## src/design/lfo_pkg.sv

```systemverilog
package lfo_pkg;
    // channel count and image layout
    localparam int NUM_CH = 8;
    localparam logic [7:0] OUT_IMAGE_OFS = 8'h00;
    localparam logic [7:0] OUT_IMAGE_RST = 8'h00;
    localparam logic [7:0] IN_AREA_DATA = 8'h00;

    // object dictionary addressing
    localparam logic [15:0] OBJ_IDX_CANOPEN = 16'h6200;
    localparam logic [15:0] OBJ_IDX_ECAT_BASE = 16'h7000;
    localparam logic [7:0] OBJ_SUB_FIRST = 8'h01;
    localparam logic [7:0] OBJ_SUB_LAST = 8'h08;

    // timing, clock at 125 MHz
    localparam int CLK_PERIOD_PS = 8000;
    localparam int LIMIT_TIME_US = 100;
    localparam int LIMIT_CYC = (LIMIT_TIME_US * 1000000) / CLK_PERIOD_PS;
    localparam int FLASH_HALF_MS = 250;
    localparam int FLASH_CYC = FLASH_HALF_MS * 1000 * (1000000 / CLK_PERIOD_PS); // us times cycles per us
    localparam int LIM_CNT_W = 14;
    localparam int FLASH_CNT_W = 25;

    // state of the top-level module
    typedef struct packed {
        logic [7:0] img;
        logic [FLASH_CNT_W-1:0] flash_cnt;
        logic flash;
        logic [7:0] rdata;
        logic rack;
        logic rerr;
        logic obj_ack;
        logic obj_err;
        logic obj_rdata;
        logic run_led;
        logic mf_led;
        logic [7:0] do_led;
    } lfo_top_s;

    // state of the channel protection
    typedef struct packed {
        logic [NUM_CH-1:0] fault;
        logic [NUM_CH-1:0][LIM_CNT_W-1:0] lim_cnt;
    } lfo_prot_s;
endpackage : lfo_pkg

```

## src/design/lfo_protect.sv

```systemverilog
`timescale 1ns/1ps
module lfo_protect
    import lfo_pkg::*;
#(
    parameter int LIMIT_CYCLES = lfo_pkg::LIMIT_CYC
)
(
    input wire logic clk_sys,
    input wire logic nrst,
    input wire logic pwr_sect_ok,
    input wire logic [lfo_pkg::NUM_CH-1:0] overload,
    input wire logic [lfo_pkg::NUM_CH-1:0] overtemp,
    output logic [lfo_pkg::NUM_CH-1:0] fault,
    output logic [lfo_pkg::NUM_CH-1:0] limit
);
    lfo_prot_s st_q;
    lfo_prot_s st_d;
    logic [NUM_CH-1:0] fault_d;
    logic [NUM_CH-1:0][LIM_CNT_W-1:0] cnt_d;
    localparam logic [LIM_CNT_W-1:0] LIM_LAST = LIM_CNT_W'(LIMIT_CYCLES - 1);

    // per channel: overtemp trips at once; overload limits first, trips once it outlasts the limit stage
    genvar g;
    generate
        for (g = 0; g < NUM_CH; g++)
        begin : g_ch
            always_comb
            begin
                cnt_d[g] = '0;
                fault_d[g] = st_q.fault[g];
                if (!pwr_sect_ok)
                begin
                    fault_d[g] = 1'b0;
                end
                else if (st_q.fault[g])
                begin
                    cnt_d[g] = '0;
                end
                else if (overtemp[g])
                begin
                    fault_d[g] = 1'b1;
                end
                else if (overload[g])
                begin
                    if (st_q.lim_cnt[g] == LIM_LAST)
                    begin
                        fault_d[g] = 1'b1;
                    end
                    else
                    begin
                        cnt_d[g] = st_q.lim_cnt[g] + 1'b1;
                    end
                end
            end
            // limiting only while still on; a tripped channel has no current to limit
            assign limit[g] = pwr_sect_ok & overload[g] & ~st_q.fault[g];
        end
    endgenerate

    // assemble next state
    always_comb
    begin
        st_d.fault = fault_d;
        st_d.lim_cnt = cnt_d;
    end

    // latches clear only on reset or power section off
    always_ff @(posedge clk_sys or negedge nrst)
    begin
        if (!nrst)
        begin
            st_q <= '0;
        end
        else
        begin
            st_q <= st_d;
        end
    end

    assign fault = st_q.fault;

    chk_latch_holds: assert property (@(posedge clk_sys) disable iff (!nrst)
        (pwr_sect_ok && (fault != '0)) |=> ((fault & $past(fault)) == $past(fault)))
        else $error("latched fault cleared without supply cycle");
    chk_limit_before_trip: assert property (@(posedge clk_sys) disable iff (!nrst)
        (pwr_sect_ok && overload[0] && !fault[0] && !overtemp[0]
            && st_q.lim_cnt[0] != LIM_LAST) |-> limit[0] ##1 !fault[0])
        else $error("channel tripped without limit stage");
    chk_trip_on_expiry: assert property (@(posedge clk_sys) disable iff (!nrst)
        (pwr_sect_ok && overload[0] && !fault[0] && st_q.lim_cnt[0] == LIM_LAST) |=> fault[0])
        else $error("overload outlasting limit did not trip");
endmodule : lfo_protect

```

## src/design/lfo_port.sv

```systemverilog
// Operation
// - eight outputs, one per output bit
// - input area unused, reads return nothing
// - output byte at offset zero, bit per channel
// - CANopen index 6200h, subindex 01h-08h channels
// - EtherCAT index 7000h plus slot, same subindices
// - overload first limits current, channel stays on
// - persistent overload trips channel off, latched
// - latch clears only by power section cycle or reset
// - fault indicator shows stored fault status
// - fault lit only while channel commanded one, except lit on bus power failure and flashing on configuration error
// - green channel indicator follows commanded bit, dark on bus power failure
// - module error shown in every bus state except bus power failure, where the indicator is lit, and configuration error, where it flashes
// - indicators distinguish communication lost from good
// - distinct indicator state on bus power failure
// - indicators flash on configuration error
`timescale 1ns/1ps
module lfo_port
    import lfo_pkg::*;
#(
    parameter int LIMIT_CYCLES = lfo_pkg::LIMIT_CYC,
    parameter int FLASH_CYCLES = lfo_pkg::FLASH_CYC
)
(
    input wire logic CLK_SYS,
    input wire logic NRST,
    input wire logic BUS_WR,
    input wire logic BUS_RD,
    input wire logic BUS_IN_AREA,
    input wire logic [7:0] BUS_ADDR,
    input wire logic [7:0] BUS_WDATA,
    output logic [7:0] BUS_RDATA,
    output logic BUS_RACK,
    output logic BUS_RERR,
    input wire logic OBJ_REQ,
    input wire logic OBJ_WR,
    input wire logic OBJ_ECAT,
    input wire logic [7:0] OBJ_SLOT,
    input wire logic [15:0] OBJ_INDEX,
    input wire logic [7:0] OBJ_SUBINDEX,
    input wire logic OBJ_WDATA,
    output logic OBJ_RDATA,
    output logic OBJ_ACK,
    output logic OBJ_ERR,
    input wire logic PWR_SECT_OK,
    input wire logic [lfo_pkg::NUM_CH-1:0] CH_OVERLOAD,
    input wire logic [lfo_pkg::NUM_CH-1:0] CH_OVERTEMP,
    output logic [lfo_pkg::NUM_CH-1:0] CH_DRIVE,
    output logic [lfo_pkg::NUM_CH-1:0] CH_LIMIT,
    input wire logic BUS_COMM_OK,
    input wire logic BUS_PWR_OK,
    input wire logic CFG_ERR,
    output logic RUN_LED,
    output logic MODULE_FAULT_INDICATOR,
    output logic [lfo_pkg::NUM_CH-1:0] DO_LED
);
    lfo_top_s st_q;
    lfo_top_s st_d;
    logic [NUM_CH-1:0] fault;
    logic [15:0] obj_idx_exp;
    logic obj_idx_ok;
    logic obj_sub_ok;
    logic [2:0] obj_ch;
    logic mf_raw;
    localparam logic [FLASH_CNT_W-1:0] FLASH_LAST = FLASH_CNT_W'(FLASH_CYCLES - 1);

    // latched protection per channel
    lfo_protect #(
        .LIMIT_CYCLES(LIMIT_CYCLES)
    ) u_protect (
        .clk_sys(CLK_SYS),
        .nrst(NRST),
        .pwr_sect_ok(PWR_SECT_OK),
        .overload(CH_OVERLOAD),
        .overtemp(CH_OVERTEMP),
        .fault(fault),
        .limit(CH_LIMIT)
    );

    // object address decode; ethercat index moves with the slot
    always_comb
    begin
        if (OBJ_ECAT)
        begin
            obj_idx_exp = OBJ_IDX_ECAT_BASE + {8'h00, OBJ_SLOT};
        end
        else
        begin
            obj_idx_exp = OBJ_IDX_CANOPEN;
        end
        obj_idx_ok = (OBJ_INDEX == obj_idx_exp);
        obj_sub_ok = (OBJ_SUBINDEX >= OBJ_SUB_FIRST) && (OBJ_SUBINDEX <= OBJ_SUB_LAST);
        obj_ch = 3'(OBJ_SUBINDEX - OBJ_SUB_FIRST);
        mf_raw = |(fault & st_q.img);
    end

    // next state: image, answers, indicators
    always_comb
    begin
        st_d = st_q;
        st_d.rack = 1'b0;
        st_d.rerr = 1'b0;
        st_d.rdata = IN_AREA_DATA;
        st_d.obj_ack = 1'b0;
        st_d.obj_err = 1'b0;
        // object writes go first so a same-cycle byte write overrides them
        if (OBJ_REQ)
        begin
            st_d.obj_ack = 1'b1;
            if (obj_idx_ok && obj_sub_ok)
            begin
                st_d.obj_rdata = st_q.img[obj_ch];
                if (OBJ_WR)
                begin
                    st_d.img[obj_ch] = OBJ_WDATA;
                end
            end
            else
            begin
                st_d.obj_err = 1'b1;
            end
        end
        if (BUS_WR && !BUS_IN_AREA && BUS_ADDR == OUT_IMAGE_OFS)
        begin
            st_d.img = BUS_WDATA;
        end
        if (BUS_RD)
        begin
            st_d.rack = 1'b1;
            if (BUS_IN_AREA || BUS_ADDR != OUT_IMAGE_OFS)
            begin
                st_d.rerr = 1'b1;
            end
            else
            begin
                st_d.rdata = st_q.img;
            end
        end
        // free-running flash timebase
        if (st_q.flash_cnt == FLASH_LAST)
        begin
            st_d.flash_cnt = '0;
            st_d.flash = ~st_q.flash;
        end
        else
        begin
            st_d.flash_cnt = st_q.flash_cnt + 1'b1;
        end
        // indicator combinations; fault shown in every bus state except bus power failure, where it is lit, and configuration error, where it flashes
        st_d.do_led = st_q.img;
        st_d.mf_led = mf_raw;
        st_d.run_led = 1'b1;
        if (!BUS_PWR_OK)
        begin
            st_d.run_led = 1'b0;
            st_d.mf_led = 1'b1;
            st_d.do_led = '0;
        end
        else if (CFG_ERR)
        begin
            st_d.run_led = st_q.flash;
            st_d.mf_led = st_q.flash;
        end
        else if (!BUS_COMM_OK)
        begin
            st_d.run_led = 1'b0;
        end
    end

    // single state register
    always_ff @(posedge CLK_SYS or negedge NRST)
    begin
        if (!NRST)
        begin
            st_q <= '0;
            st_q.img <= OUT_IMAGE_RST;
        end
        else
        begin
            st_q <= st_d;
        end
    end

    // drive is gated by the latch every cycle, no register in between
    assign CH_DRIVE = st_q.img & ~fault;
    assign BUS_RDATA = st_q.rdata;
    assign BUS_RACK = st_q.rack;
    assign BUS_RERR = st_q.rerr;
    assign OBJ_RDATA = st_q.obj_rdata;
    assign OBJ_ACK = st_q.obj_ack;
    assign OBJ_ERR = st_q.obj_err;
    assign RUN_LED = st_q.run_led;
    assign MODULE_FAULT_INDICATOR = st_q.mf_led;
    assign DO_LED = st_q.do_led;

    chk_drive_gated: assert property (@(posedge CLK_SYS) disable iff (!NRST)
        (BUS_WR && !BUS_IN_AREA && BUS_ADDR == OUT_IMAGE_OFS) |=>
            (CH_DRIVE == ($past(BUS_WDATA) & ~fault)))
        else $error("drive not command masked by fault");
    chk_byte_write: assert property (@(posedge CLK_SYS) disable iff (!NRST)
        (BUS_WR && !BUS_IN_AREA && BUS_ADDR == OUT_IMAGE_OFS) ##1 BUS_RD && BUS_ADDR == OUT_IMAGE_OFS
            && !BUS_IN_AREA && !BUS_WR && !OBJ_REQ |=> BUS_RACK && BUS_RDATA == $past(BUS_WDATA, 2))
        else $error("output byte readback mismatch");
    chk_in_area_empty: assert property (@(posedge CLK_SYS) disable iff (!NRST)
        (BUS_RD && BUS_IN_AREA) |=> (BUS_RACK && BUS_RERR && BUS_RDATA == IN_AREA_DATA))
        else $error("input area returned data");
    chk_canopen_bit: assert property (@(posedge CLK_SYS) disable iff (!NRST)
        (OBJ_REQ && OBJ_WR && !OBJ_ECAT && OBJ_INDEX == OBJ_IDX_CANOPEN
            && OBJ_SUBINDEX == OBJ_SUB_FIRST && !BUS_WR) |=> OBJ_ACK && !OBJ_ERR
            && st_q.img[0] == $past(OBJ_WDATA))
        else $error("canopen subindex 01h did not reach channel 0");
    chk_ecat_bad_idx: assert property (@(posedge CLK_SYS) disable iff (!NRST)
        (OBJ_REQ && OBJ_ECAT && OBJ_INDEX != OBJ_IDX_ECAT_BASE + {8'h00, OBJ_SLOT}) |=> OBJ_ERR)
        else $error("wrong ethercat index accepted");
    chk_mf_stored: assert property (@(posedge CLK_SYS) disable iff (!NRST)
        (BUS_PWR_OK && !CFG_ERR) |=> (MODULE_FAULT_INDICATOR == |($past(fault) & $past(st_q.img))))
        else $error("fault indicator not stored fault of commanded channel");
    chk_do_led: assert property (@(posedge CLK_SYS) disable iff (!NRST)
        BUS_PWR_OK |=> (DO_LED == $past(st_q.img)))
        else $error("channel indicator not following command");
    chk_comm_lost: assert property (@(posedge CLK_SYS) disable iff (!NRST)
        (BUS_PWR_OK && !CFG_ERR && !BUS_COMM_OK) ##1 !BUS_COMM_OK |-> !RUN_LED)
        else $error("run indicator lit without communication");
    chk_pwr_fail: assert property (@(posedge CLK_SYS) disable iff (!NRST)
        !BUS_PWR_OK |=> (!RUN_LED && MODULE_FAULT_INDICATOR && DO_LED == '0))
        else $error("bus power failure not shown");

    // bus read answers pulse one cycle after each read strobe
    chk_rack_follows: assert property (@(posedge CLK_SYS) disable iff (!NRST)
        1'b1 |=> (BUS_RACK == $past(BUS_RD)))
        else $error("read answer not one cycle after strobe");

    // read data returns to the idle value outside answers
    chk_rdata_idle: assert property (@(posedge CLK_SYS) disable iff (!NRST)
        !BUS_RD |=> (BUS_RDATA == IN_AREA_DATA))
        else $error("read data not idle outside an answer");

    // a read of the output byte returns the image without error
    chk_rdata_img: assert property (@(posedge CLK_SYS) disable iff (!NRST)
        (BUS_RD && !BUS_IN_AREA && BUS_ADDR == OUT_IMAGE_OFS)
            |=> (!BUS_RERR && BUS_RDATA == $past(st_q.img)))
        else $error("output byte read did not return the image");

    // unmapped offsets answer with an error
    chk_unmapped_err: assert property (@(posedge CLK_SYS) disable iff (!NRST)
        (BUS_RD && !BUS_IN_AREA && BUS_ADDR != OUT_IMAGE_OFS) |=> (BUS_RACK && BUS_RERR))
        else $error("unmapped read answered without error");

    // writes outside the output byte leave the image alone
    chk_write_ignored: assert property (@(posedge CLK_SYS) disable iff (!NRST)
        (BUS_WR && (BUS_IN_AREA || BUS_ADDR != OUT_IMAGE_OFS) && !OBJ_REQ)
            |=> (st_q.img == $past(st_q.img)))
        else $error("write outside output byte changed image");

    // every object request is answered once, one cycle later
    chk_obj_ack: assert property (@(posedge CLK_SYS) disable iff (!NRST)
        1'b1 |=> (OBJ_ACK == $past(OBJ_REQ)))
        else $error("object answer not one cycle after request");

    // subindex outside 01h..08h is refused and changes nothing
    chk_obj_bad_sub: assert property (@(posedge CLK_SYS) disable iff (!NRST)
        (OBJ_REQ && !BUS_WR && (OBJ_SUBINDEX < OBJ_SUB_FIRST || OBJ_SUBINDEX > OBJ_SUB_LAST))
            |=> (OBJ_ERR && st_q.img == $past(st_q.img)))
        else $error("subindex outside range accepted");

    // ethercat read of subindex 01h returns channel 0
    chk_ecat_read: assert property (@(posedge CLK_SYS) disable iff (!NRST)
        (OBJ_REQ && !OBJ_WR && OBJ_ECAT && OBJ_SUBINDEX == OBJ_SUB_FIRST
            && OBJ_INDEX == OBJ_IDX_ECAT_BASE + {8'h00, OBJ_SLOT})
            |=> (!OBJ_ERR && OBJ_RDATA == $past(st_q.img[0])))
        else $error("ethercat subindex 01h did not read channel 0");

    // image changes only through a write or an object access
    chk_img_holds: assert property (@(posedge CLK_SYS) disable iff (!NRST)
        (!BUS_WR && !OBJ_REQ) |=> (st_q.img == $past(st_q.img)))
        else $error("output byte changed without a write");

    // limiting shows only on live channels of a powered section
    chk_limit_live: assert property (@(posedge CLK_SYS) disable iff (!NRST)
        (CH_LIMIT == (CH_OVERLOAD & ~fault & {NUM_CH{PWR_SECT_OK}})))
        else $error("limit flag disagrees with overload and latch");

    // byte and latches are clear on the first edge after reset
    chk_reset_clear: assert property (@(posedge CLK_SYS)
        (!NRST ##1 NRST) |-> (st_q.img == OUT_IMAGE_RST && fault == '0 && CH_DRIVE == '0))
        else $error("reset left output byte or latches set");

    // run lit whenever bus, power and configuration are good
    chk_run_good: assert property (@(posedge CLK_SYS) disable iff (!NRST)
        (BUS_PWR_OK && !CFG_ERR && BUS_COMM_OK) |=> RUN_LED)
        else $error("run indicator dark with good communication");

    // configuration error flashes run and fault together
    chk_cfg_flash: assert property (@(posedge CLK_SYS) disable iff (!NRST)
        (BUS_PWR_OK && CFG_ERR) |=> (RUN_LED == MODULE_FAULT_INDICATOR))
        else $error("indicators not flashing together on configuration error");

    // a stored fault stays visible with communication lost
    chk_mf_comm_lost: assert property (@(posedge CLK_SYS) disable iff (!NRST)
        (BUS_PWR_OK && !CFG_ERR && !BUS_COMM_OK && (fault & st_q.img) != '0)
            |=> MODULE_FAULT_INDICATOR)
        else $error("fault indicator dark with communication lost");
endmodule : lfo_port

```

## config.mk

```make
export PLATFORM = sky130hd
export DESIGN_NAME = lfo_port
export DESIGN_NICKNAME = d
export VERILOG_FILES = /design/src/design/lfo_pkg.sv /design/src/design/lfo_protect.sv /design/src/design/lfo_port.sv
export SDC_FILE = /design/constraint.sdc
export NUM_CORES = 1
export LEC_CHECK = 0
export ABC_CLOCK_PERIOD_IN_PS = 2300
export BUFFER_PORTS_ARGS = -buffer_cell sky130_fd_sc_hd__buf_2
export CAP_MARGIN = 0
export CORE_ASPECT_RATIO = 0.9
export CORE_MARGIN = 5
export CORE_UTILIZATION = 58
export CTS_CLUSTER_DIAMETER = 80
export DETAILED_ROUTE_END_ITERATION = 10
export GPL_ROUTABILITY_DRIVEN = 0
export PLACE_DENSITY_LB_ADDON = 0.12
export SLEW_MARGIN = 20
export SYNTH_ARGS = -nofsm -noshare
export SYNTH_HDL_FRONTEND = slang
export SYNTH_SLANG_ARGS = --single-unit
```

## constraint.sdc

```tcl
create_clock -name CLK_SYS -period 2.3 [get_ports CLK_SYS]
set_input_delay 0.345 -clock CLK_SYS [delete_from_list [all_inputs] [get_ports CLK_SYS]]
set_output_delay 0.345 -clock CLK_SYS [all_outputs]
set_load 0.01 [all_outputs]
```

==> reports/results.ini, run 1 <==
[hold_path]
hp-start = BUS_RD
worstHoldPathType = input pin to register

[sta]
max_freq_mhz = 494
slew_violations = 0
setup_tns_ns = 0
setup_violations = 0
fin_skew_ns = 0.00774
finalCritPeriodShare = 0.880
hold_viol = 0
rsz0062_at_grt = false
max_slew_margin = 0.418
hold_slack_ns = 0.0349
worst_slack_ns = 0.277
worst_pin_slew_ns = 0.873
fin_crit_ns = 2.02

[drt]
drcViolationCount = 0
dr.pass1.iters = 5
num_vias = 6837
first_iter_violations = 385
drt.antenna.violating_nets = 0
post_drt_wl_per_cell_microns = 15.1
routed_wl_microns = 18900
viasPerCell = 5.46

[clocking]
clk_latency_ns = 0.43
cts_made_buffers = 17
cts-resized-gates = 0
cts_tree = yes
cts_sinks = 177
clockRootBuffer = clkbuf_16
post-cts-setup-buffer-count = 0
htreeDepth = 4
clk_pin_slew_worst_paths_ns = 0.06
clockBufferDepth = 2

[placement]
io_buffers = 115
dp_hpwl_microns = 13600
place_ws_ns = 0.0950

[yosys]
synth_top_area_share = 0.494
syn_avg_cell_area_sq_um = 9.64
syn-num-nets = 1017
syn-cell-area_sq_um = 8960
ys_seq_elements = 177
ys_seq_area_frac = 0.494
synth-async-reset-ratio = 1.00
synth_most_common_cell = dfrtp_1
synthFlopType = dfrtp_1
synthTopCellsByCount = 177 x dfrtp_1, 167 x nor2_1, 74 x nand3_1, 73 x xor2_1, 49 x xnor2_1
synth_area_leaders = dfrtp_1 49%, xor2_1 7.1%, nor2_1 7.0%
synth_warnings = 0
synth_edf_count = 0
netlist_instances = 929
synth_cell_types = 52
synth_area_leader_cell = dfrtp_1

[grt]
antenna_found_initial = 0
track_usage = 0.220
overflow = 0
grt_start_max_net_pins = 60
grt_pass1_vias = 6650
grt_pass1_wl_microns = 31900

[finish]
fill_cells = 1240
diodes = 0
area_delta_synth_final_pct = 14.5
nNetsFinal = 1125
layout-drive-gt1-share = 0.172

[die]
ios = 116
start_util = 0.586
core_sq_um = 15300
fp.dieW_microns = 141
rows = 43
die_area_sq_um = 18000
die-height_microns = 128

[setup_path]
r2r_setup_slack_ns = 0.28
end_kind = register
cp.required_ns = 2.59
startpoint_type = register
reg2reg_from = u_protect.st_q[52]
critical_path.startpoint = u_protect.st_q[52]
cp_data_arrival_time_ns = 2.31
worstPathMaxFanout = 14
critical_path_class = register to register

[power]
cellPowerDensity_nw_per_um2 = 613
vdd_drop_max_mv = 0.608
p_total_mw = 6.28
leakagePower_nw = 4.55

[outcome]
status = completed

[job]
maxCapViolCount = 0

## worst paths after layout
path	cells past startpoint	endpoint
max reg2reg	4	u_protect.st_q[55]
min in group asynchronous	2	u_protect.st_q[15]
min reg2reg	1	u_protect.st_q[0]
min	1	BUS_RACK
max	4	u_protect.st_q[55]
max in group asynchronous	3	u_protect.st_q[91]
## state kept, by name (all words and copies together), names as in the netlist
signal                  flops
st_q                       34
BUS_RACK                    1
RUN_LED                     1
OBJ_RDATA                   1
OBJ_ERR                     1
u_protect.fault             8
BUS_RERR                    1
u_protect.st_q            112
DO_LED                      8
MODULE_FAULT_INDICATOR      1
OBJ_ACK                     1
BUS_RDATA                   8
## where the power goes
group	internal [mW]	leakage, nW	switching (mW)
sequential	3.14	2.43	0.0450
combinational	0.152	1.85	0.238
clock	1.51	0.269	1.19
## final cells by class
cell class / instances / area, sq um / area share
flip-flops and latches: 177 / 4430 / 0.432
multi-input cells: 679 / 4160 / 0.406
repair buffers: 134 / 752 / 0.0733
clock buffers: 19 / 443 / 0.0432
well taps: 202 / 253 / 0.0247
clock inverters: 13 / 113 / 0.0110
inverters: 28 / 105 / 0.0103
## critical path, cell delays in order (launching register included)
cell,delay (ns)
dfrtp_1,0.42
or4_1,0.53
nor3_1,0.31
or4_1,0.48
nor2_1,0.15
## layer usage
| metal | GRT usage | routed length (microns) |
|---|---|---|
| met1 | 0.304 | 8740 |
| met2 | 0.344 | 8930 |
| met3 | 0.0500 | 871 |
| met4 | 0.0786 | 333 |
| met5 | 0 | 0 |
## cell usage in the layout, fill, tap and decap left out, types with 2 or more instances in the layout
cell	synthesis	routed
clkinvlp_4	0	3
nand2b_1	9	9
buf_4	17	16
clkinv_2	0	5
a22oi_1	4	4
and3_1	26	26
and2_1	20	20
nor4b_1	6	6
a211oi_1	10	10
and3b_1	2	2
nor4_1	5	5
ha_1	11	11
buf_2	14	114
xnor2_1	49	49
o2111a_1	2	2
nor4_2	2	2
or4_1	18	18
dfrtp_1	177	177
a21oi_1	3	3
nor3_1	41	41
xor2_1	73	73
nand3_1	74	74
nor3_2	3	3
o41ai_1	8	8
or4b_2	2	2
nor2_1	167	167
or3_1	3	3
a31o_2	2	2
buf_12	0	2
o21ai_0	2	2
mux2_2	3	3
nand4_1	36	36
clkinv_4	0	3
nand2_1	48	48
nor2b_1	20	20
clkbuf_16	0	17
inv_1	28	28
mux2i_1	4	4
a31oi_1	10	10
## metrics by stage
stage	cells	cell area (sq um)	utilization
3_3_place_gp	1219	9690	0.634
5_1_grt	1252	10300	0.671
6_report	1252	10300	0.671
2_1_floorplan	929	8960	-
4_1_cts	1252	10300	0.671
3_5_place_dp	1219	9690	0.634
## kinds of logic (layout without fill, tap and decap cells)
family | count (synthesis) | in the layout | share of synthesized area
and+or+nand+nor | 491 | 491 | 0.280
DFF | 177 | 177 | 0.494
xor gates and xnor gates | 122 | 122 | 0.119
buffers and inverters | 73 | 194 | 0.0413
AOI/OAI and AO/OA | 47 | 47 | 0.0401
adders and majority gates | 11 | 11 | 0.0154
muxes | 8 | 8 | 0.00978
## repair_timing
| item | 4_1_cts | 5_1_grt |
|---|---|---|
| hold buffers | 1 | 0 |
| endpoints found under the hold margin | 53 | 0 |
| setup endpoints to repair | 0 | 0 |
(Power assumes the default switching activity.)
==> run 2: changes to the inputs <==
CORE_UTILIZATION = 37   (was 58)
==> reports/results.ini, run 2 (synthesis gave the netlist of run 1 again) <==
[finish]
final_common_cell = dfrtp_1
fin_util = 0.434
mostFrequentLayoutCells = 177 x dfrtp_1, 167 x nor2_1, 114 x buf_2
finalNonFillerCells = 1361
ff_latch_area_sq_um = 4430
nNetsFinal = 1127
fill_cells = 2363
multi_input_area_sq_um = 4160
layout-drive-gt1-share = 0.174
largest_reg_flops = 112
regMostFlops = u_protect.st_q
top_regs = u_protect.st_q x112, st_q x34
area_delta_synth_final_pct = 16.5

[clocking]
post-cts-setup-buffer-count = 0
clockRootBuffer = clkbuf_16
cts_tree = yes
clk_pin_slew_worst_paths_ns = 0.08
htreeDepth = 4
cts_sinks = 177
cts_made_buffers = 17
clockBufferDepth = 2
clk_latency_ns = 0.43

[outcome]
status = completed

[setup_path]
crit_path_max_incr_delay_ns = 0.67
crit_family = simple AND/OR/NAND/NOR gates
startpoint_type = register
critical_path_class = register to register
path_cells = or4b_2, nor3_1, or4_1, buf_4, nor2_1
critical_path.startpoint = u_protect.st_q[94]
cp_num_buf_inv = 1
reg2reg_from = u_protect.st_q[94]
worst_path_max_delay_cell = or4b_2
worstPathMaxFanout = 14
cp_data_arrival_time_ns = 2.23
cp.required_ns = 2.61
end_kind = register

[die]
die-height_microns = 158
rows = 54
die_area_sq_um = 27400
ios = 116
core_sq_um = 24100
start_util = 0.372
fp.dieW_microns = 174

[sta]
hold_viol = 0
setup_violations = 0
slew_violations = 0
setup_tns_ns = 0
rsz0062_at_grt = false
fin_skew_ns = 0.0125
worst_pin_slew_ns = 1.01
max_slew_margin = 0.322
worst_slack_ns = 0.382
max_freq_mhz = 521
fin_crit_ns = 1.92
finalCritPeriodShare = 0.834

[grt]
track_usage = 0.153
antenna_found_initial = 1
grt_pass1_wl_microns = 34200
grt_pass1_vias = 6506
overflow = 0
grt_start_max_net_pins = 64

[drt]
viasPerCell = 4.95
drcViolationCount = 0
routed_wl_microns = 20600
first_iter_violations = 263
dr.pass1.iters = 5
num_vias = 6739
post_drt_wl_per_cell_microns = 15.1
drt.antenna.violating_nets = 0

[hold_path]
hp-start = BUS_RD
worstHoldPathType = input pin to register

[power]
leakagePower_nw = 4.57
vdd_drop_max_mv = 0.486
p_total_mw = 6.46
cellPowerDensity_nw_per_um2 = 620

[placement]
place_ws_ns = 0.0969
dp.cells = 1327
io_buffers = 115
dp_hpwl_microns = 15000

[job]
maxCapViolCount = 0

==> run 2: changes by cell type in the layout (fill, tap and decap cells not counted), sizes merged <==
cell,before,now
inv,29,37
clkinv,8,2
buf,133,134
clkinvlp,3,2
diode,0,1
==> run 2: timing repair <==
action / 4_1_cts / 5_1_grt
endpoints found under the hold margin: 57 / 0
resized for setup: 0 / 0
hold buffers: 1 / 0
==> run 2: worst reg2reg max path, stage by stage, from the launching register on <==
cell and delay (ns):
dfrtp_1 0.41, or4b_2 0.67, nor3_1 0.31, or4_1 0.16
buf_4 0.19, nor2_1 0.07
==> run 2: layout make-up <==
type                            count  area share
Antenna cell                        1    0.000240
Clock buffer                       18      0.0411
Clock inverter                     14      0.0137
Inverter                           28      0.0101
Multi-Input combinational cell    679       0.398
Sequential cell                   177       0.425
Tap cell                          308      0.0369
Timing Repair Buffer              136      0.0749
==> run 2: per-layer routing <==
layer  share of wire  vias up  GRT usage
li1                -     3400          -
met4           0.014        0     0.0475
met2            0.44      120      0.227
met3           0.037       15     0.0332
met1            0.51     3204      0.224
met5               0        -          0
==> run 2: power by group <==
part	internal [mW]	total, mW	switching, mW
logic	0.158	0.405	0.247
clock network	1.53	2.87	1.34
registers	3.14	3.19	0.0471
==> run 2: per-stage QoR <==
stage               cell area (sq um)  hold WS [ns]
floorplan                        8960        0.0494
global placement                 9850         0.374
detailed placement               9850         0.375
CTS                             10400        0.0281
global route                    10400        0.0282
finish                          10400        0.0402
==> run 2: path summary, 6_finish.rpt <==
check,end,cells after the start,slack (ns)
worst max-delay path,u_protect.st_q[96],5,0.38
worst min-delay path,BUS_RACK,1,0.04
worst max register to register,u_protect.st_q[96],5,0.38
worst min register to register,u_protect.st_q[0],1,0.45
max in group asynchronous,u_protect.st_q[29],3,1.17
min in group asynchronous,u_protect.st_q[96],2,0.47
==> run 3: changes to the inputs <==
ABC_CLOCK_PERIOD_IN_PS = 1620   (was 2300)
clock period = 1.62 ns   (was 2.3 ns; I/O delays follow)
==> reports/results.ini, run 3 (synthesis gave the netlist of run 1 again) <==
[setup_path]
cp.required_ns = 1.94
cp_data_arrival_time_ns = 2.00
crit_path_max_incr_delay_ns = 0.40
r2r_setup_slack_ns = -0.06
path_cells = buf_4, nor3_2, nand3_4, nor4_4, buf_4, a211oi_1, a31o_2
reg2reg_to = st_q[48]
end_kind = register
worst_path_max_delay_cell = dfrtp_1
cpMostUsedCell = buf_4
worstPathMaxFanout = 3
reg2reg_depth = 7
startpoint_type = register
reg2reg_from = st_q[28]
critical_path_class = register to register

[grt]
grt_start_max_net_pins = 54
grt_pass1_wl_microns = 36800
grt_pass1_vias = 7421
overflow = 0
track_usage = 0.165
antenna_found_initial = 3

[placement]
place_area_sq_um = 11200
dp_hpwl_microns = 16400
place_ws_ns = -0.473
io_buffers = 115
dp.cells = 1472

[sta]
fin_crit_ns = 1.68
setup_tns_ns = -0.534
worst_pin_slew_ns = 0.751
fin_skew_ns = 0.0116
worst_slack_ns = -0.0583
finalCritPeriodShare = 1.04
rsz0062_at_grt = true
setup_violations = 26
hold_viol = 0
slew_violations = 0
max_slew_margin = 0.499
max_freq_mhz = 596

[drt]
drcViolationCount = 0
first_iter_violations = 285
num_vias = 7591
dr.pass1.iters = 4
post_drt_wl_per_cell_microns = 15.1
drt.antenna.violating_nets = 0
routed_wl_microns = 23200
viasPerCell = 4.95

[power]
leakagePower_nw = 5.63
vdd_drop_max_mv = 0.683
p_total_mw = 9.60
cellPowerDensity_nw_per_um2 = 763

[clocking]
clk_latency_ns = 0.43
clockBufferDepth = 2
htreeDepth = 4
cts_made_buffers = 17
cts_sinks = 177
clk_pin_slew_worst_paths_ns = 0.07
cts_tree = yes
clockRootBuffer = clkbuf_16

[die]
core_sq_um = 24100
fp.dieW_microns = 174
die_area_sq_um = 27400
ios = 116
rows = 54
die-height_microns = 158
start_util = 0.372

[finish]
fin_area_sq_um = 12600
top_regs = u_protect.st_q x112, st_q x34
regMostFlops = u_protect.st_q
mostFrequentLayoutCells = 172 x dfrtp_1, 172 x buf_4, 117 x nor2_1
fill_cells = 2261
ff_latch_area_sq_um = 4440
diodes = 0
area_delta_synth_final_pct = 40.5
largest_reg_flops = 112
finalNonFillerCells = 1532
nNetsFinal = 1299
multi_input_area_sq_um = 4880
layout-drive-gt1-share = 0.387

[hold_path]
hp-start = OBJ_REQ
worstHoldPathType = input pin to register
hold_depth = 2
hold_path_end = OBJ_ACK

[outcome]
violations = negative setup slack
status = finished, violations left

[job]
maxCapViolCount = 0

run 3: cell types whose count changed in the layout (fill, tap and decap cells not counted), sizes merged, moves of 2 or more:
| cell | delta |
|---|---|
| inv | -4 |
| clkbuf | +2 |
| or4 | +5 |
| clkinv | +4 |
| buf | +164 |
| bufinv | +2 |
| clkinvlp | -2 |
run 3: metrics by stage:
stage                      util  hold WS (ns)
after floorplan               -       -0.0526
after global placement    0.467         0.176
after detailed placement  0.467         0.177
after CTS                 0.496        0.0521
after global routing      0.523        0.0582
final                     0.523        0.0721
run 3: worst max-delay path by stage:
stage / to / from / depth (start not counted)
floorplan: OBJ_RDATA / OBJ_SUBINDEX[0] / 9
global placement: OBJ_RDATA / OBJ_SLOT[7] / 6
detailed placement: OBJ_RDATA / OBJ_SLOT[7] / 6
CTS: st_q[48] / st_q[24] / 6
global route: st_q[43] / st_q[29] / 6
finish: st_q[48] / st_q[28] / 7
run 3: timing repair:
item                                    4_1_cts  5_1_grt
cloned                                        0        8
hold buffers                                  2        0
gates resized for setup                      28      117
endpoints found under the setup margin      114      143
buffers inserted                              4       19
pin swaps                                    11       61
endpoints found under the hold margin        30        0
run 3: layout make-up:
type	count	share of cell area
multi-input combinational	684	0.388
sequential	177	0.352
timing repair buffer	303	0.172
clock buffer	18	0.0341
tap	308	0.0306
clock inverter	14	0.0142
inverter	28	0.00855
run 3: report_power, final:
part	switching, mW	total (mW)	internal (mW)
registers	0.0414	4.50	4.46
clock network	1.83	4.29	2.46
logic	0.452	0.807	0.355
run 3: metal layers:
layer	wire [microns]	global-route usage	up-vias
met5	29	0	-
met4	233	0.0415	6
met3	857	0.0382	24
met2	11200	0.265	105
met1	10900	0.227	3692
li1	-	-	3764
run 3: worst max-delay path, delay by kind of cell, from the launching register on:
| family | cells | cell delay [ns] |
|---|---|---|
| flops | 1 | 0.40 |
| buf+inv | 2 | 0.31 |
| simple gates | 3 | 0.61 |
| compound gates | 2 | 0.25 |
